--- config.mk ---
export PLATFORM = sky130hd
export DESIGN_NAME = ldm_line_defect_monitor
export DESIGN_NICKNAME = d
export VERILOG_FILES = /design/src/dummy_end_marker_none.sv /design/src/ldm_pkg.sv /design/src/ldm_line_defect_monitor.sv
export VERILOG_INCLUDE_DIRS = /design/src
export SDC_FILE = /design/constraint.sdc
export NUM_CORES = 2
export LEC_CHECK = 0
export BUFFER_PORTS_ARGS = -buffer_cell sky130_fd_sc_hd__buf_2
export CORE_UTILIZATION = 60
export DETAILED_ROUTE_END_ITERATION = 8
export PLACE_DENSITY = 0.78
export REMOVE_ABC_BUFFERS = 1
export SYNTH_ARGS = -nofsm -noshare
export SYNTH_HDL_FRONTEND = slang
export SYNTH_SLANG_ARGS = --single-unit
--- constraint.sdc ---
create_clock -name clk_i -period 7.5 [get_ports clk_i]
set_clock_uncertainty 0.1 [all_clocks]
set_input_delay 0.75 -clock clk_i [delete_from_list [all_inputs] [get_ports clk_i]]
set_output_delay 0.75 -clock clk_i [all_outputs]
set_load 0.02 [all_outputs]
--- src/ldm_consts.svh ---
`ifndef LDM_CONSTS_SVH
`define LDM_CONSTS_SVH
// ==================================================
// address map
`define LDM_GLOBAL_BIT    9
`define LDM_CH_MSB        8
`define LDM_CH_LSB        5
`define LDM_REG_DEFECT    3'h0
`define LDM_REG_LOSS_CFG  3'h1
`define LDM_REG_RX_CFG    3'h2
`define LDM_REG_STATUS_REG_ZERO     3'h3
`define LDM_REG_IRQS0     3'h4
`define LDM_REG_IRQM0     3'h5
`define LDM_REG_IRQS2     3'h6
`define LDM_REG_IRQM2     3'h7
`define LDM_GREG_MODE     3'h0
`define LDM_GREG_CLKGEN   3'h1
`define LDM_GREG_EDGE     3'h2
// ==================================================
// field positions
`define LDM_BIT_FCC       7
`define LDM_BIT_INS       6
`define LDM_BIT_CRIT      7
`define LDM_THR_LSB       4
`define LDM_BIT_HOLD      7
`define LDM_BIT_TXNRZ     2
`define LDM_BIT_LOSS      0
`define LDM_BIT_RXZ       2
`define LDM_BIT_TXZ       3
`define LDM_BIT_E1        0
`define LDM_BIT_CLKEN     3
`define LDM_BIT_CLKSEL    2
`define LDM_BIT_EDGE      1
// ==================================================
// zero-run thresholds and loss windows
`define LDM_ZMAX          7'h7F
`define LDM_Z_AMI         7'h0F
`define LDM_Z_AMI_FCC_T1  7'h50
`define LDM_Z_B8ZS        7'h07
`define LDM_Z_HDB3        7'h03
`define LDM_N_T1_SHORT    12'h0AF
`define LDM_N_T1_LONG     12'h608
`define LDM_N_E1_SHORT    12'h020
`define LDM_N_E1_LONG     12'h800
`define LDM_LOW_MAX       12'hFFF
`define LDM_M_T1          8'hAF
`define LDM_M_E1          8'h20
`define LDM_ZLIM_T1       7'h64
`define LDM_ZLIM_E1       7'h10
`define LDM_DENSITY_DIV   11'h008
`define LDM_AMP_STEP_MV   50
`define LDM_P_MARGIN_MV   250
`define LDM_Q_BASE        8'h02
`define LDM_Q_STEP        8'h02
// ==================================================
// derived rate clock accumulator steps (2^24 * rate / 100 MHz)
`define LDM_INC_T1        24'h03F3E0
`define LDM_INC_E1        24'h053E2D
`define LDM_IND_HALF      8'h19
`define LDM_SLOT_LAST     5'h10
`endif

--- src/dummy_end_marker_none.sv ---
`timescale 1ns/1ps

--- src/ldm_pkg.sv ---
package ldm_pkg;
	// ==================================================
	// types
	localparam int LDM_NUM_CH = 16;

	typedef enum logic [1:0] {LDM_AMI, LDM_B8ZS, LDM_HDB3} ldm_code_type;
	typedef enum logic [1:0] {LDM_RX_SR_NRZ, LDM_RX_DR_NRZ, LDM_RX_DR_RZ, LDM_RX_SLICED} ldm_rx_fmt_type;

	typedef struct packed {
		logic        hsel;
		logic [31:0] haddr;
		logic [1:0]  htrans;
		logic        hwrite;
		logic [2:0]  hsize;
		logic [31:0] hwdata;
		logic        hready;
	} ldm_ahb_req_type;

	typedef struct packed {
		logic           fcc;
		logic           ins;
		ldm_code_type   code;
		logic           crit;
		logic [2:0]     thr;
		logic           hold;
		ldm_rx_fmt_type fmt;
		logic           tx_nrz;
		logic           loss;
		logic           lis;
		logic           lim;
		logic           rxz_is;
		logic           txz_is;
		logic           rxz_im;
		logic           txz_im;
		logic [6:0]     rx_zero;
		logic [6:0]     tx_zero;
		logic           last_pol;
		logic [11:0]    low_cnt;
		logic           win_act;
		logic [7:0]     win_cnt;
		logic [7:0]     win_marks;
		logic [6:0]     win_zero;
		logic           tx_pos;
		logic           tx_neg;
		logic           rx_pos;
		logic           rx_neg;
		logic           rx_clk;
	} ldm_ch_type;

	typedef struct packed {
		ldm_ch_type [LDM_NUM_CH-1:0] ch;
		logic [23:0]                 acc;
		logic                        mode_e1;
		logic                        clk_en;
		logic                        clk_sel;
		logic                        edge_any;
		logic [7:0]                  ind_div;
		logic                        ind_clk;
		logic [4:0]                  slot;
		logic                        marker;
		logic                        sdata;
		logic                        pins_oe;
		logic                        wr_act;
		logic                        rd_act;
		logic [11:0]                 addr;
	} ldm_state_type;
endpackage : ldm_pkg

--- src/ldm_line_defect_monitor.sv ---
// Design decisions made here: the register addresses and the AHB-Lite register port.
`timescale 1ns/1ps
`include "ldm_consts.svh"
// Function
// - violations are inserted only into the transmit stream, never the receive one
// - writing one requests one violation on next transmit mark; bit self-clears after
// - zero runs are watched separately on receive and transmit of every channel
// - standard select bit picks ANSI (zero) or FCC (one) zero-run limits
// - ANSI: first code flags a run of more than 15 zeros
// - FCC: first code flags above 80 zeros in T1/J1, above 15 in E1
// - second and third codes flag above 7 and above 3 zeros
// - single-rail NRZ transmit input uses AMI limits for transmit zero runs
// - receive zero run sets receive zero-run status; interrupt unless masked
// - transmit zero run sets transmit zero-run status; interrupt unless masked
// - loss declared after N intervals with amplitude below selected threshold Q
// - loss clears after M intervals from a mark above Q plus 250 mVpp, density 12.5%
// - T1/J1: N is 175 or 1544, M is 175, zero runs below 100
// - E1: N is 32 or 2048, M is 32, zero runs below 16
// - loss state shown; rising or any edge sets loss status, interrupt unless masked
// - frame marker high one indication cycle, 16 channel states, frame of 17 cycles
// - indication pins float while indication clock is disabled
// - during loss receive data forced low except in sliced format
// - during loss receive clock is held high or derived clock per hold bit
// - derived clock from master clock at 1.544 or 2.048 MHz by mode
// - active override path keeps its own data and clock, hold bit ignored
module ldm_line_defect_monitor import ldm_pkg::*; #(
	parameter logic [7:0] IND_HALF = `LDM_IND_HALF
) (
	// clock and reset
	input  wire logic                             clk_i,
	input  wire logic                             rst_b_i,
	// register bus
	input  wire ldm_ahb_req_type                  ahb_i,
	output logic                                  hreadyout_o,
	output logic                                  hresp_o,
	output logic [31:0]                           hrdata_o,
	// bit timing
	input  wire logic                             bit_en_i,
	// receive line side
	input  wire logic [LDM_NUM_CH-1:0]            rx_mark_i,
	input  wire logic [LDM_NUM_CH-1:0][7:0]       rx_amp_i,
	input  wire logic [LDM_NUM_CH-1:0]            rx_pos_i,
	input  wire logic [LDM_NUM_CH-1:0]            rx_neg_i,
	input  wire logic [LDM_NUM_CH-1:0]            rx_clk_i,
	input  wire logic [LDM_NUM_CH-1:0]            rx_override_i,
	// transmit stream
	input  wire logic [LDM_NUM_CH-1:0]            tx_pos_i,
	input  wire logic [LDM_NUM_CH-1:0]            tx_neg_i,
	output logic [LDM_NUM_CH-1:0]                 tx_pos_o,
	output logic [LDM_NUM_CH-1:0]                 tx_neg_o,
	// receive system side
	output logic [LDM_NUM_CH-1:0]                 rx_positive_data_out_o,
	output logic [LDM_NUM_CH-1:0]                 rx_negative_data_out_o,
	output logic [LDM_NUM_CH-1:0]                 rx_clock_out_o,
	// loss indication pins
	output logic                                  indication_clock_out_o,
	output logic                                  loss_frame_marker_o,
	output logic                                  loss_frame_marker_oe_o,
	output logic                                  line_signal_loss_o,
	output logic                                  line_signal_loss_oe_o,
	// clock and interrupt
	output logic                                  derived_rate_clock_o,
	output logic                                  int_b_o
);
	// ==================================================
	// helpers
	function automatic logic [6:0] zthr(ldm_code_type c, logic fcc, logic e1);
		unique case (c)
			LDM_AMI:  zthr = (fcc && !e1) ? `LDM_Z_AMI_FCC_T1 : `LDM_Z_AMI;
			LDM_B8ZS: zthr = `LDM_Z_B8ZS;
			LDM_HDB3: zthr = `LDM_Z_HDB3;
			default:  zthr = `LDM_Z_AMI;
		endcase
	endfunction : zthr

	function automatic logic [11:0] nlim(logic e1, logic crit);
		if (e1)
			nlim = crit ? `LDM_N_E1_LONG : `LDM_N_E1_SHORT;
		else
			nlim = crit ? `LDM_N_T1_LONG : `LDM_N_T1_SHORT;
	endfunction : nlim

	localparam logic [7:0] P_OFS = 8'(`LDM_P_MARGIN_MV / `LDM_AMP_STEP_MV);

	ldm_state_type         r;
	ldm_state_type         next_r;
	logic [LDM_NUM_CH-1:0] rxz_set;
	logic [LDM_NUM_CH-1:0] txz_set;
	logic [LDM_NUM_CH-1:0] lis_set;
	logic [LDM_NUM_CH-1:0] irq_vec;
	logic [7:0]            q_lvl;
	logic [7:0]            p_lvl;
	logic [7:0]            m_lim;
	logic [6:0]            z_lim;
	logic [6:0]            tx_thr;
	logic                  tx_mark;
	logic                  force_rx;
	logic [3:0]            wch;
	logic [31:0]           rd;
	logic [31:0]           wd;

	// ==================================================
	// next state
	always_comb begin
		next_r  = r;
		rxz_set = '0;
		txz_set = '0;
		lis_set = '0;
		q_lvl   = '0;
		p_lvl   = '0;
		tx_thr  = '0;
		tx_mark = 1'b0;
		force_rx = 1'b0;
		wd      = ahb_i.hwdata;
		wch     = r.addr[`LDM_CH_MSB:`LDM_CH_LSB];
		m_lim   = r.mode_e1 ? `LDM_M_E1 : `LDM_M_T1;
		z_lim   = r.mode_e1 ? `LDM_ZLIM_E1 : `LDM_ZLIM_T1;

		// free-running phase accumulator; its top bit is the derived rate clock
		next_r.acc = r.acc + (r.mode_e1 ? `LDM_INC_E1 : `LDM_INC_T1);

		for (int i = 0; i < LDM_NUM_CH; i++) begin
			// receive outputs: registered every cycle
			force_rx = r.ch[i].loss && !rx_override_i[i];
			next_r.ch[i].rx_pos = (force_rx && r.ch[i].fmt != LDM_RX_SLICED) ? 1'b0 : rx_pos_i[i];
			next_r.ch[i].rx_neg = (force_rx && r.ch[i].fmt != LDM_RX_SLICED) ? 1'b0 : rx_neg_i[i];
			if (force_rx)
				next_r.ch[i].rx_clk = r.ch[i].hold ? 1'b1 : r.acc[23];
			else
				next_r.ch[i].rx_clk = rx_clk_i[i];

			// transmit is taken once per interval so a violation stands the whole bit; receive has no insertion path
			if (bit_en_i) begin
				next_r.ch[i].tx_pos = tx_pos_i[i];
				next_r.ch[i].tx_neg = tx_neg_i[i];
				tx_mark = tx_pos_i[i] | tx_neg_i[i];
				// a violation repeats the polarity of the previous mark
				if (tx_mark && r.ch[i].ins) begin
					next_r.ch[i].tx_pos = r.ch[i].last_pol;
					next_r.ch[i].tx_neg = !r.ch[i].last_pol;
					next_r.ch[i].ins    = 1'b0;
				end else if (tx_mark) begin
					next_r.ch[i].last_pol = tx_pos_i[i];
				end

				// receive zero run
				if (rx_mark_i[i])
					next_r.ch[i].rx_zero = '0;
				else if (r.ch[i].rx_zero != `LDM_ZMAX)
					next_r.ch[i].rx_zero = r.ch[i].rx_zero + 7'h01;
				if (!rx_mark_i[i] && r.ch[i].rx_zero == zthr(r.ch[i].code, r.ch[i].fcc, r.mode_e1))
					rxz_set[i] = 1'b1;

				// transmit zero run; single-rail NRZ input falls back to AMI limits
				tx_thr = zthr(r.ch[i].tx_nrz ? LDM_AMI : r.ch[i].code, r.ch[i].fcc, r.mode_e1);
				if (tx_mark)
					next_r.ch[i].tx_zero = '0;
				else if (r.ch[i].tx_zero != `LDM_ZMAX)
					next_r.ch[i].tx_zero = r.ch[i].tx_zero + 7'h01;
				if (!tx_mark && r.ch[i].tx_zero == tx_thr)
					txz_set[i] = 1'b1;

				// line loss
				q_lvl = `LDM_Q_BASE + 8'({5'h00, r.ch[i].thr} * `LDM_Q_STEP);
				p_lvl = q_lvl + P_OFS;
				if (!r.ch[i].loss) begin
					if (rx_amp_i[i] < q_lvl) begin
						if (r.ch[i].low_cnt != `LDM_LOW_MAX)
							next_r.ch[i].low_cnt = r.ch[i].low_cnt + 12'h001;
						if (r.ch[i].low_cnt + 12'h001 >= nlim(r.mode_e1, r.ch[i].crit)) begin
							next_r.ch[i].loss    = 1'b1;
							next_r.ch[i].win_act = 1'b0;
						end
					end else begin
						next_r.ch[i].low_cnt = '0;
					end
				end else if (!r.ch[i].win_act) begin
					// a clearing window may only open on a strong mark
					if (rx_mark_i[i] && rx_amp_i[i] > p_lvl) begin
						next_r.ch[i].win_act   = 1'b1;
						next_r.ch[i].win_cnt   = 8'h01;
						next_r.ch[i].win_marks = 8'h01;
						next_r.ch[i].win_zero  = '0;
					end
				end else if (rx_mark_i[i] && rx_amp_i[i] <= p_lvl) begin
					next_r.ch[i].win_act = 1'b0;
				end else begin
					next_r.ch[i].win_cnt   = r.ch[i].win_cnt + 8'h01;
					next_r.ch[i].win_marks = r.ch[i].win_marks + {7'h00, rx_mark_i[i]};
					next_r.ch[i].win_zero  = rx_mark_i[i] ? 7'h00 : r.ch[i].win_zero + 7'h01;
					if (!rx_mark_i[i] && r.ch[i].win_zero + 7'h01 >= z_lim) begin
						next_r.ch[i].win_act = 1'b0;
					end else if (r.ch[i].win_cnt + 8'h01 == m_lim) begin
						next_r.ch[i].win_act = 1'b0;
						if ({3'h0, next_r.ch[i].win_marks} * `LDM_DENSITY_DIV >= {3'h0, m_lim}) begin
							next_r.ch[i].loss    = 1'b0;
							next_r.ch[i].low_cnt = '0;
						end
					end
				end
			end
			if (next_r.ch[i].loss != r.ch[i].loss && (next_r.ch[i].loss || r.edge_any))
				lis_set[i] = 1'b1;
		end

		// indication pins: divider makes the indication clock, pins move on its rise
		if (!(r.clk_en && r.clk_sel)) begin
			next_r.ind_div = '0;
			next_r.ind_clk = 1'b0;
			next_r.slot    = '0;
			next_r.marker  = 1'b0;
			next_r.sdata   = 1'b0;
			next_r.pins_oe = 1'b0;
		end else begin
			next_r.pins_oe = 1'b1;
			if (r.ind_div == IND_HALF - 8'h01) begin
				next_r.ind_div = '0;
				next_r.ind_clk = !r.ind_clk;
				if (!r.ind_clk) begin
					next_r.marker = (r.slot == 5'h00);
					next_r.sdata  = r.slot[4] ? 1'b0 : r.ch[r.slot[3:0]].loss;
					next_r.slot   = (r.slot == `LDM_SLOT_LAST) ? 5'h00 : r.slot + 5'h01;
				end
			end else begin
				next_r.ind_div = r.ind_div + 8'h01;
			end
		end

		// bus data phase write; after the hardware self-clear so a new request survives
		if (r.wr_act) begin
			if (r.addr[`LDM_GLOBAL_BIT]) begin
				unique case (r.addr[4:2])
					`LDM_GREG_MODE:   next_r.mode_e1 = wd[`LDM_BIT_E1];
					`LDM_GREG_CLKGEN: begin
						next_r.clk_en  = wd[`LDM_BIT_CLKEN];
						next_r.clk_sel = wd[`LDM_BIT_CLKSEL];
					end
					`LDM_GREG_EDGE:   next_r.edge_any = wd[`LDM_BIT_EDGE];
					default:          ;
				endcase
			end else begin
				unique case (r.addr[4:2])
					`LDM_REG_DEFECT: begin
						next_r.ch[wch].fcc  = wd[`LDM_BIT_FCC];
						next_r.ch[wch].ins  = wd[`LDM_BIT_INS] | next_r.ch[wch].ins;
						next_r.ch[wch].code = ldm_code_type'(wd[1:0]);
					end
					`LDM_REG_LOSS_CFG: begin
						next_r.ch[wch].crit = wd[`LDM_BIT_CRIT];
						next_r.ch[wch].thr  = wd[`LDM_THR_LSB +: 3];
					end
					`LDM_REG_RX_CFG: begin
						next_r.ch[wch].hold   = wd[`LDM_BIT_HOLD];
						next_r.ch[wch].tx_nrz = wd[`LDM_BIT_TXNRZ];
						next_r.ch[wch].fmt    = ldm_rx_fmt_type'(wd[1:0]);
					end
					`LDM_REG_IRQS0: next_r.ch[wch].lis = r.ch[wch].lis & !wd[`LDM_BIT_LOSS];
					`LDM_REG_IRQM0: next_r.ch[wch].lim = wd[`LDM_BIT_LOSS];
					`LDM_REG_IRQS2: begin
						next_r.ch[wch].rxz_is = r.ch[wch].rxz_is & !wd[`LDM_BIT_RXZ];
						next_r.ch[wch].txz_is = r.ch[wch].txz_is & !wd[`LDM_BIT_TXZ];
					end
					`LDM_REG_IRQM2: begin
						next_r.ch[wch].rxz_im = wd[`LDM_BIT_RXZ];
						next_r.ch[wch].txz_im = wd[`LDM_BIT_TXZ];
					end
					default: ;
				endcase
			end
		end

		// hardware sets win over a clear in the same cycle
		for (int i = 0; i < LDM_NUM_CH; i++) begin
			next_r.ch[i].rxz_is = next_r.ch[i].rxz_is | rxz_set[i];
			next_r.ch[i].txz_is = next_r.ch[i].txz_is | txz_set[i];
			next_r.ch[i].lis    = next_r.ch[i].lis | lis_set[i];
		end

		// address phase capture; this slave never stretches
		if (ahb_i.hready) begin
			next_r.wr_act = ahb_i.hsel && ahb_i.htrans[1] && ahb_i.hwrite;
			next_r.rd_act = ahb_i.hsel && ahb_i.htrans[1] && !ahb_i.hwrite;
			next_r.addr   = ahb_i.haddr[11:0];
		end
	end

	always_ff @(posedge clk_i) begin
		if (!rst_b_i)
			r <= '0;
		else
			r <= next_r;
	end

	// ==================================================
	// read mux, from registered state only
	always_comb begin
		rd = '0;
		if (r.rd_act && r.addr[11:10] == 2'h0) begin
			if (r.addr[`LDM_GLOBAL_BIT]) begin
				unique case (r.addr[4:2])
					`LDM_GREG_MODE:   rd[`LDM_BIT_E1] = r.mode_e1;
					`LDM_GREG_CLKGEN: begin
						rd[`LDM_BIT_CLKEN]  = r.clk_en;
						rd[`LDM_BIT_CLKSEL] = r.clk_sel;
					end
					`LDM_GREG_EDGE:   rd[`LDM_BIT_EDGE] = r.edge_any;
					default:          ;
				endcase
			end else begin
				unique case (r.addr[4:2])
					`LDM_REG_DEFECT: begin
						rd[`LDM_BIT_FCC] = r.ch[wch].fcc;
						rd[`LDM_BIT_INS] = r.ch[wch].ins;
						rd[1:0]          = r.ch[wch].code;
					end
					`LDM_REG_LOSS_CFG: begin
						rd[`LDM_BIT_CRIT]      = r.ch[wch].crit;
						rd[`LDM_THR_LSB +: 3]  = r.ch[wch].thr;
					end
					`LDM_REG_RX_CFG: begin
						rd[`LDM_BIT_HOLD]  = r.ch[wch].hold;
						rd[`LDM_BIT_TXNRZ] = r.ch[wch].tx_nrz;
						rd[1:0]            = r.ch[wch].fmt;
					end
					`LDM_REG_STATUS_REG_ZERO: rd[`LDM_BIT_LOSS] = r.ch[wch].loss;
					`LDM_REG_IRQS0: rd[`LDM_BIT_LOSS] = r.ch[wch].lis;
					`LDM_REG_IRQM0: rd[`LDM_BIT_LOSS] = r.ch[wch].lim;
					`LDM_REG_IRQS2: begin
						rd[`LDM_BIT_RXZ] = r.ch[wch].rxz_is;
						rd[`LDM_BIT_TXZ] = r.ch[wch].txz_is;
					end
					`LDM_REG_IRQM2: begin
						rd[`LDM_BIT_RXZ] = r.ch[wch].rxz_im;
						rd[`LDM_BIT_TXZ] = r.ch[wch].txz_im;
					end
					default: ;
				endcase
			end
		end
	end

	// ==================================================
	// outputs
	always_comb begin
		for (int i = 0; i < LDM_NUM_CH; i++) begin
			tx_pos_o[i]               = r.ch[i].tx_pos;
			tx_neg_o[i]               = r.ch[i].tx_neg;
			rx_positive_data_out_o[i] = r.ch[i].rx_pos;
			rx_negative_data_out_o[i] = r.ch[i].rx_neg;
			rx_clock_out_o[i]         = r.ch[i].rx_clk;
			irq_vec[i] = (r.ch[i].lis && !r.ch[i].lim) || (r.ch[i].rxz_is && !r.ch[i].rxz_im)
				|| (r.ch[i].txz_is && !r.ch[i].txz_im);
		end
	end

	assign hreadyout_o            = 1'b1;
	assign hresp_o                = 1'b0;
	assign hrdata_o               = rd;
	assign int_b_o                = !(|irq_vec);
	assign derived_rate_clock_o   = r.acc[23];
	assign indication_clock_out_o = r.ind_clk;
	assign loss_frame_marker_o    = r.marker;
	assign line_signal_loss_o     = r.sdata;
	assign loss_frame_marker_oe_o = r.pins_oe;
	assign line_signal_loss_oe_o  = r.pins_oe;

	for (genvar g = 0; g < LDM_NUM_CH; g++) begin : g_chk

	end
endmodule : ldm_line_defect_monitor

# Yosys cells after proc, flatten, opt, wreduce, memory -nomap -nowiden
# Cells that the tools add are included.
# word_totals
ff_bits	1259
wordCells	2372
# classes
n_addsub	131
order_cmp	99
n_eq_ne	201
muxes	982
bitwise_logic	72
reduce_logical	425
# op_table
operator	count
bitwise mux 1200 bit	14
one-hot mux 1200 bit (7 select lines)	1
demux 75 bit (select 4 bit)	14
2-to-1 mux 1199 bit	2
2-to-1 mux 12 bit	176
2-to-1 mux 7 bit	129
binary-select mux 75 bit (select 4 bit)	3
2-to-1 mux 53 bit	16
2-to-1 mux 24 bit	32
2-to-1 mux 23 bit	32
one-hot mux 7 bit (3 select lines)	32
2-to-1 mux 1 bit	420
2-to-1 mux 13 bit	32
adder 7 x 1 -> 7 bit, second input constant	48
equality test 7 bit	32
!= test 7 bit, second input constant	32
logical AND 1 bit	214
adder 12 x 1 -> 12 bit, second input constant	16
greater-or-equal comparator 12 bit	16
!= test 12 bit, second input constant	16
greater-or-equal comparator 11 x 8 -> 1 bit	16
2-to-1 mux 11 bit	16
2-to-1 mux 75 bit	2
2-to-1 mux 74 bit	2
56 further kinds	597

# Depth between registers and ports, before layout
# depth
ltp_word	20
ltp_mapped	16
ltp_nobuf	13

# Worst setup path after synthesis
# OpenSTA, ideal clock, no wires.
# synth_timing
path_kind	register -> register
start	register r[34] (netlist name)
end	register r[1145] (netlist name)
arrival_time_ns	6.095
t_required_ns	7.268
setup_slack_ns	1.173
path_stages_with_launch	17
period_less_slack_ns	6.327
path_cell_list	dfxtp_1 -> buf_2 -> inv_1 -> buf_2 -> buf_2 -> buf_2 -> buf_1 -> ha_1 -> nand2_1 -> nand3b_1 -> o221ai_1 -> a211oi_1 -> or4b_1 -> a21o_1 -> buf_2 -> o21ai_0 -> a21oi_1
# synth_via
elab_chain_cells	15
word_cells_on_any_way	30
# synth_lines
element	line_no	rtl
start: declaration	ldm_line_defect_monitor.sv:85	ldm_state_type r;
start signal: assignment	ldm_line_defect_monitor.sv:291	r <= next_r;
2-to-1 mux 8 bit (no line)	--	
greater-or-equal comparator 11 x 8 -> 1 bit	ldm_line_defect_monitor.sv:195	if ({3'h0, next_r.ch[i].win_marks} * `LDM_DENSITY_DIV >= {3'h0, m_lim}) begin
2-to-1 mux 12 bit	ldm_line_defect_monitor.sv:195	
2-to-1 mux 13 bit	ldm_line_defect_monitor.sv:193	end else if (r.ch[i].win_cnt + 8'h01 == m_lim) begin
2-to-1 mux 12 bit (*)	ldm_line_defect_monitor.sv:191	if (!rx_mark_i[i] && r.ch[i].win_zero + 7'h01 >= z_lim) begin
2-to-1 mux 12 bit (*)	ldm_line_defect_monitor.sv:185	end else if (rx_mark_i[i] && rx_amp_i[i] <= p_lvl) begin
2-to-1 mux 12 bit (*)	ldm_line_defect_monitor.sv:177	end else if (!r.ch[i].win_act) begin
2-to-1 mux 13 bit (*)	ldm_line_defect_monitor.sv:166	if (!r.ch[i].loss) begin
2-to-1 mux 53 bit (*)	ldm_line_defect_monitor.sv:133	if (bit_en_i) begin
bitwise mux 1200 bit (on tied branches)	ldm_line_defect_monitor.sv:253, ldm_line_defect_monitor.sv:244	
bitwise mux 1200 bit (on tied branches)	ldm_line_defect_monitor.sv:254, ldm_line_defect_monitor.sv:245	
bitwise mux 1200 bit (on tied branches)	ldm_line_defect_monitor.sv:255, ldm_line_defect_monitor.sv:246	
one-hot mux 1200 bit (7 select lines)	ldm_line_defect_monitor.sv:242	unique case (r.addr[4:2])
2-to-1 mux 1199 bit	ldm_line_defect_monitor.sv:231	if (r.addr[`LDM_GLOBAL_BIT]) begin
2-to-1 mux 1199 bit (*)	ldm_line_defect_monitor.sv:230	if (r.wr_act) begin
# Mark *: on every way between the ends. The rest lies on a longest branch, timed or not.
# A chain may end at the register's enable or synchronous reset.

# Worst setup path in the final report
# layout_timing
start	register r[5] (netlist name)
end	output hrdata_o[0]
# layout_via
elab_chain_cells	5
# layout_lines
element	line_no	rtl
binary-select mux 75 bit (select 4 bit)	--	
2-to-1 mux 75 bit	--	
one-hot mux 1 bit (5 select lines)	ldm_line_defect_monitor.sv:310	unique case (r.addr[4:2])
2-to-1 mux 4 bit	ldm_line_defect_monitor.sv:299	if (r.addr[`LDM_GLOBAL_BIT]) begin
2-to-1 mux 8 bit	ldm_line_defect_monitor.sv:298	if (r.rd_act && r.addr[11:10] == 2'h0) begin
end: declaration	ldm_line_defect_monitor.sv:36	output logic [31:0] hrdata_o,
# No other way between the ends. The select of a mux whose other input is x is not followed.

==> run_results.csv <==
group,metric,value,unit
yosys,synth_mux_area_share,4.457,%
timing,hold_viol_final,0,
clocking,cts_tree,"done",
global_route,grt-ovfl-total,0,
die,fp-row-count,134,
critical_path,crit_required,6.65,ns
die,start_util,60.72,%
final_layout,design_area,88500,um2
yosys,yosysWarnings,0,
timing,fin_hold_ws,0.05391,ns
power_and_ir_drop,p_leak,0.03519,uW
power_and_ir_drop,power.density,174.7,nW/um2
placed_design,port_buffers,359,
timing,slew_viol_final,0,
timing,fin_crit,5.504,ns
final_layout,syn_to_final_growth,8.673,%
route,wire_per_inst,20.51,um
placed_design,postPlaceCellArea,83480,um2
clocking,cts_root_buf,"clkbuf_16",
global_route,grt_pass1_wl,389.0,mm
die,die_y,370.4,um
clocking,ctsResizeCount,0,
timing,setup_viol,0,
placed_design,dp_hpwl,176.6,mm
timing,tightest_slew,1.328,ns
global_route,grt_start_max_net_pins,180,
status,status,"completed",
yosys,synth-seq-cells,1257,
clocking,clkTransAtPathRegs,0.06,ns
timing,slew_headroom,10.53,%
yosys,synth_top_family_by_area,"simple AND/OR/NAND/NOR gates",
critical_path,worstPathMaxFanout,35,
run,drv_cap,0,
final_layout,layout_commonest_cell,"dfxtp_1",
critical_path,crit_chain,"buf_4 > mux4_2 > mux2i_1 > mux2_2 > nor2_1 > a21oi_1 > o21ai_0 > nor2_1 > a211oi_1 > buf_2",
clocking,clock_latency,0.79,ns
yosys,yosys.area_share.xor_xnor,5.786,%
yosys,ys_dominant_reg_cell,"dfxtp_1",
yosys,synth_compound_area_share,20.42,%
power_and_ir_drop,vdd_ir_drop_max,0.1569,mV
clocking,post-cts-setup-buffer-count,0,
route,drtIter0Drc,8069,
yosys,yosys.area_share.simple,23.47,%
yosys,synth-seq-area-share,30.90,%
placed_design,place.gp.congestion,0.9985,
route,viasPerCell,6.468,
route,via_count,78757,
route,antenna_left,0,
die,die_w,370.4,um
timing,rsz0062_at_grt,"no",
yosys,async_flop_share,0,%
die,ioPinCount,436,
final_layout,fillCellCount,11327,
clocking,cts_buffer_depth,3,
critical_path,path_class,"reg -> out",
global_route,grt_antenna_before_repair,15,
clocking,cts_num_sinks,1257,
die,dieArea,137200,um2
yosys,synth_cells,10302,
critical_path,worstPathArrival,4.65,ns
final_layout,final_nets,11250,
timing,fin_crit_sh,73.39,%
critical_path,cpMostUsedCell,"nor2_1",
route,dr.pass1.iters,7,
timing,max_freq,0.1817,GHz
clocking,cts_buffers,145,
route,wl,249.7,mm
critical_path,cpMaxStageDelayCell,"a211oi_1",
yosys,synth_fa_ha_area_share,9.860,%
clocking,h-tree-depth,4,
yosys,synth_edf_count,0,
critical_path,start_kind,"flop",
final_layout,drive_above_1_share,8.824,%
global_route,track_usage,35.09,%
yosys,synth.distinct_cells,96,
yosys,netlist_area,81440,um2
clocking,holdBufCountCts,0,
critical_path,slowest_delay,0.77,ns
yosys,synth.avg_cell_area,7.905,um2
global_route,grt_pass1_vias,72639,
critical_path,critPathCaptureType,"primary output",
die,design.core.area,134100,um2
final_layout,final_cell_mix,"dfxtp_1 (1,253), nor2_1 (1,128), nand2_1 (976), a21oi_1 (976), ha_1 (641)",
route,drc,0,
worst_hold_path,hp-class,"in -> reg",
per-layer routing:
layer  wire length (um)  track usage [%]  vias up
li1                   -                -    37142
met1             101300            44.90    37435
met2             109900            55.15     3465
met3              24580            7.550      699
met4              13850            18.74       16
met5                102                0        -
final cells by class:
class | instances | area (um2) | area share, %
multi-input cells | 8103 | 52260 | 59.05
flip-flops and latches | 1257 | 25180 | 28.45
clock buffers | 202 | 4239 | 4.790
repair buffers | 445 | 2536 | 2.866
well taps | 1768 | 2212 | 2.500
inverters | 342 | 1301 | 1.470
clock inverters | 54 | 762.0 | 0.8610
diodes | 5 | 12.51 | 0.01414
Yosys cell counts (38+ instances only):
library cell / instances / share of area, %
nand2_1: 976 / 4.5
a21o_1: 56 / 0.52
nor2_1: 1130 / 5.2
buf_4: 116 / 1.1
o31ai_1: 39 / 0.36
a22oi_1: 137 / 1.3
or2_2: 56 / 0.43
o211ai_1: 59 / 0.54
nand4_1: 149 / 1.1
mux4_2: 99 / 2.7
o211a_1: 43 / 0.53
o22ai_1: 43 / 0.33
xor2_1: 267 / 2.9
buf_2: 57 / 0.35
xnor2_1: 271 / 2.9
inv_1: 340 / 1.6
ha_1: 641 / 9.8
nor3b_1: 42 / 0.39
nand3_1: 527 / 3.2
nor4_1: 38 / 0.29
mux2i_1: 132 / 1.6
and2_1: 133 / 1.0
dfxtp_1: 1257 / 31
o21ai_0: 623 / 3.8
o21a_1: 38 / 0.35
nor2b_1: 111 / 0.85
nand2b_1: 101 / 0.78
nand3b_1: 44 / 0.41
or3_1: 93 / 0.71
a211oi_1: 122 / 1.1
clkbuf_1: 413 / 1.9
a21oi_1: 976 / 6.0
a311oi_1: 68 / 0.73
nor3_1: 238 / 1.5
and3_1: 210 / 1.6
a31oi_1: 107 / 0.82
worst paths after layout:
kind                      from                          to  slack [ns]  depth (start not counted)
hold / removal    rx_neg_i[10]  rx_negative_data_out_o[10]        0.05                          2
setup reg to reg       r[1251]                     r[1220]        2.67                         13
setup / recovery          r[5]                 hrdata_o[0]        2.00                         10
hold reg to reg         r[371]                      r[371]        0.36                          2
critical path, delay by kind of cell, from the launching register on:
kind / cells / cell delay (ns)
AOI/OAI and AO/OA: 3 / 1.12
buffers and inverters: 2 / 0.89
DFF: 1 / 0.70
muxes: 3 / 0.92
and+or+nand+nor: 2 / 0.18
report_power, final:
| part | switching [uW] | total [uW] | internal, uW |
|---|---|---|---|
| registers | 75.8 | 6840 | 6760 |
| clock network | 2990 | 7510 | 4520 |
| logic | 737 | 1110 | 374 |
| total | 3800 | 15500 | 11700 |
state kept, by name, summed over array words and instances (netlist names):
signal / count
indication_clock_out_o: 1
line_signal_loss_o: 1
tx_pos_o: 16
tx_neg_o: 16
rx_negative_data_out_o: 16
rx_positive_data_out_o: 16
rx_clock_out_o: 16
derived_rate_clock_o: 1
loss_frame_marker_o: 1
r: 1172
line_signal_loss_oe_o: 1
per-stage QoR:
stage	setup TNS [ns]	setup slack, ns	cells	power, uW	utilization (%)
floorplan	-706.78	-2.097	9702	7627	-
global placement	0	2.916	11914	8034	62.24
detailed placement	0	2.841	11914	8067	62.24
CTS	0	2.120	12170	15490	65.97
global route	0	1.961	12172	15900	65.97
finish	0	1.996	12176	15460	65.98
kinds of logic (layout without fill, tap and decap cells):
group | count (synthesis) | count (layout)
multiplexers | 238 | 238
XOR/XNOR | 538 | 538
AND/OR/NAND/NOR | 3979 | 3979
flip-flops | 1257 | 1257
adder cells (fa/ha/maj) | 642 | 642
other | 2 | 31
AO/OA/AOI/OAI | 2680 | 2680
buffers and inverters | 966 | 1043
(Power assumes the default switching activity.)
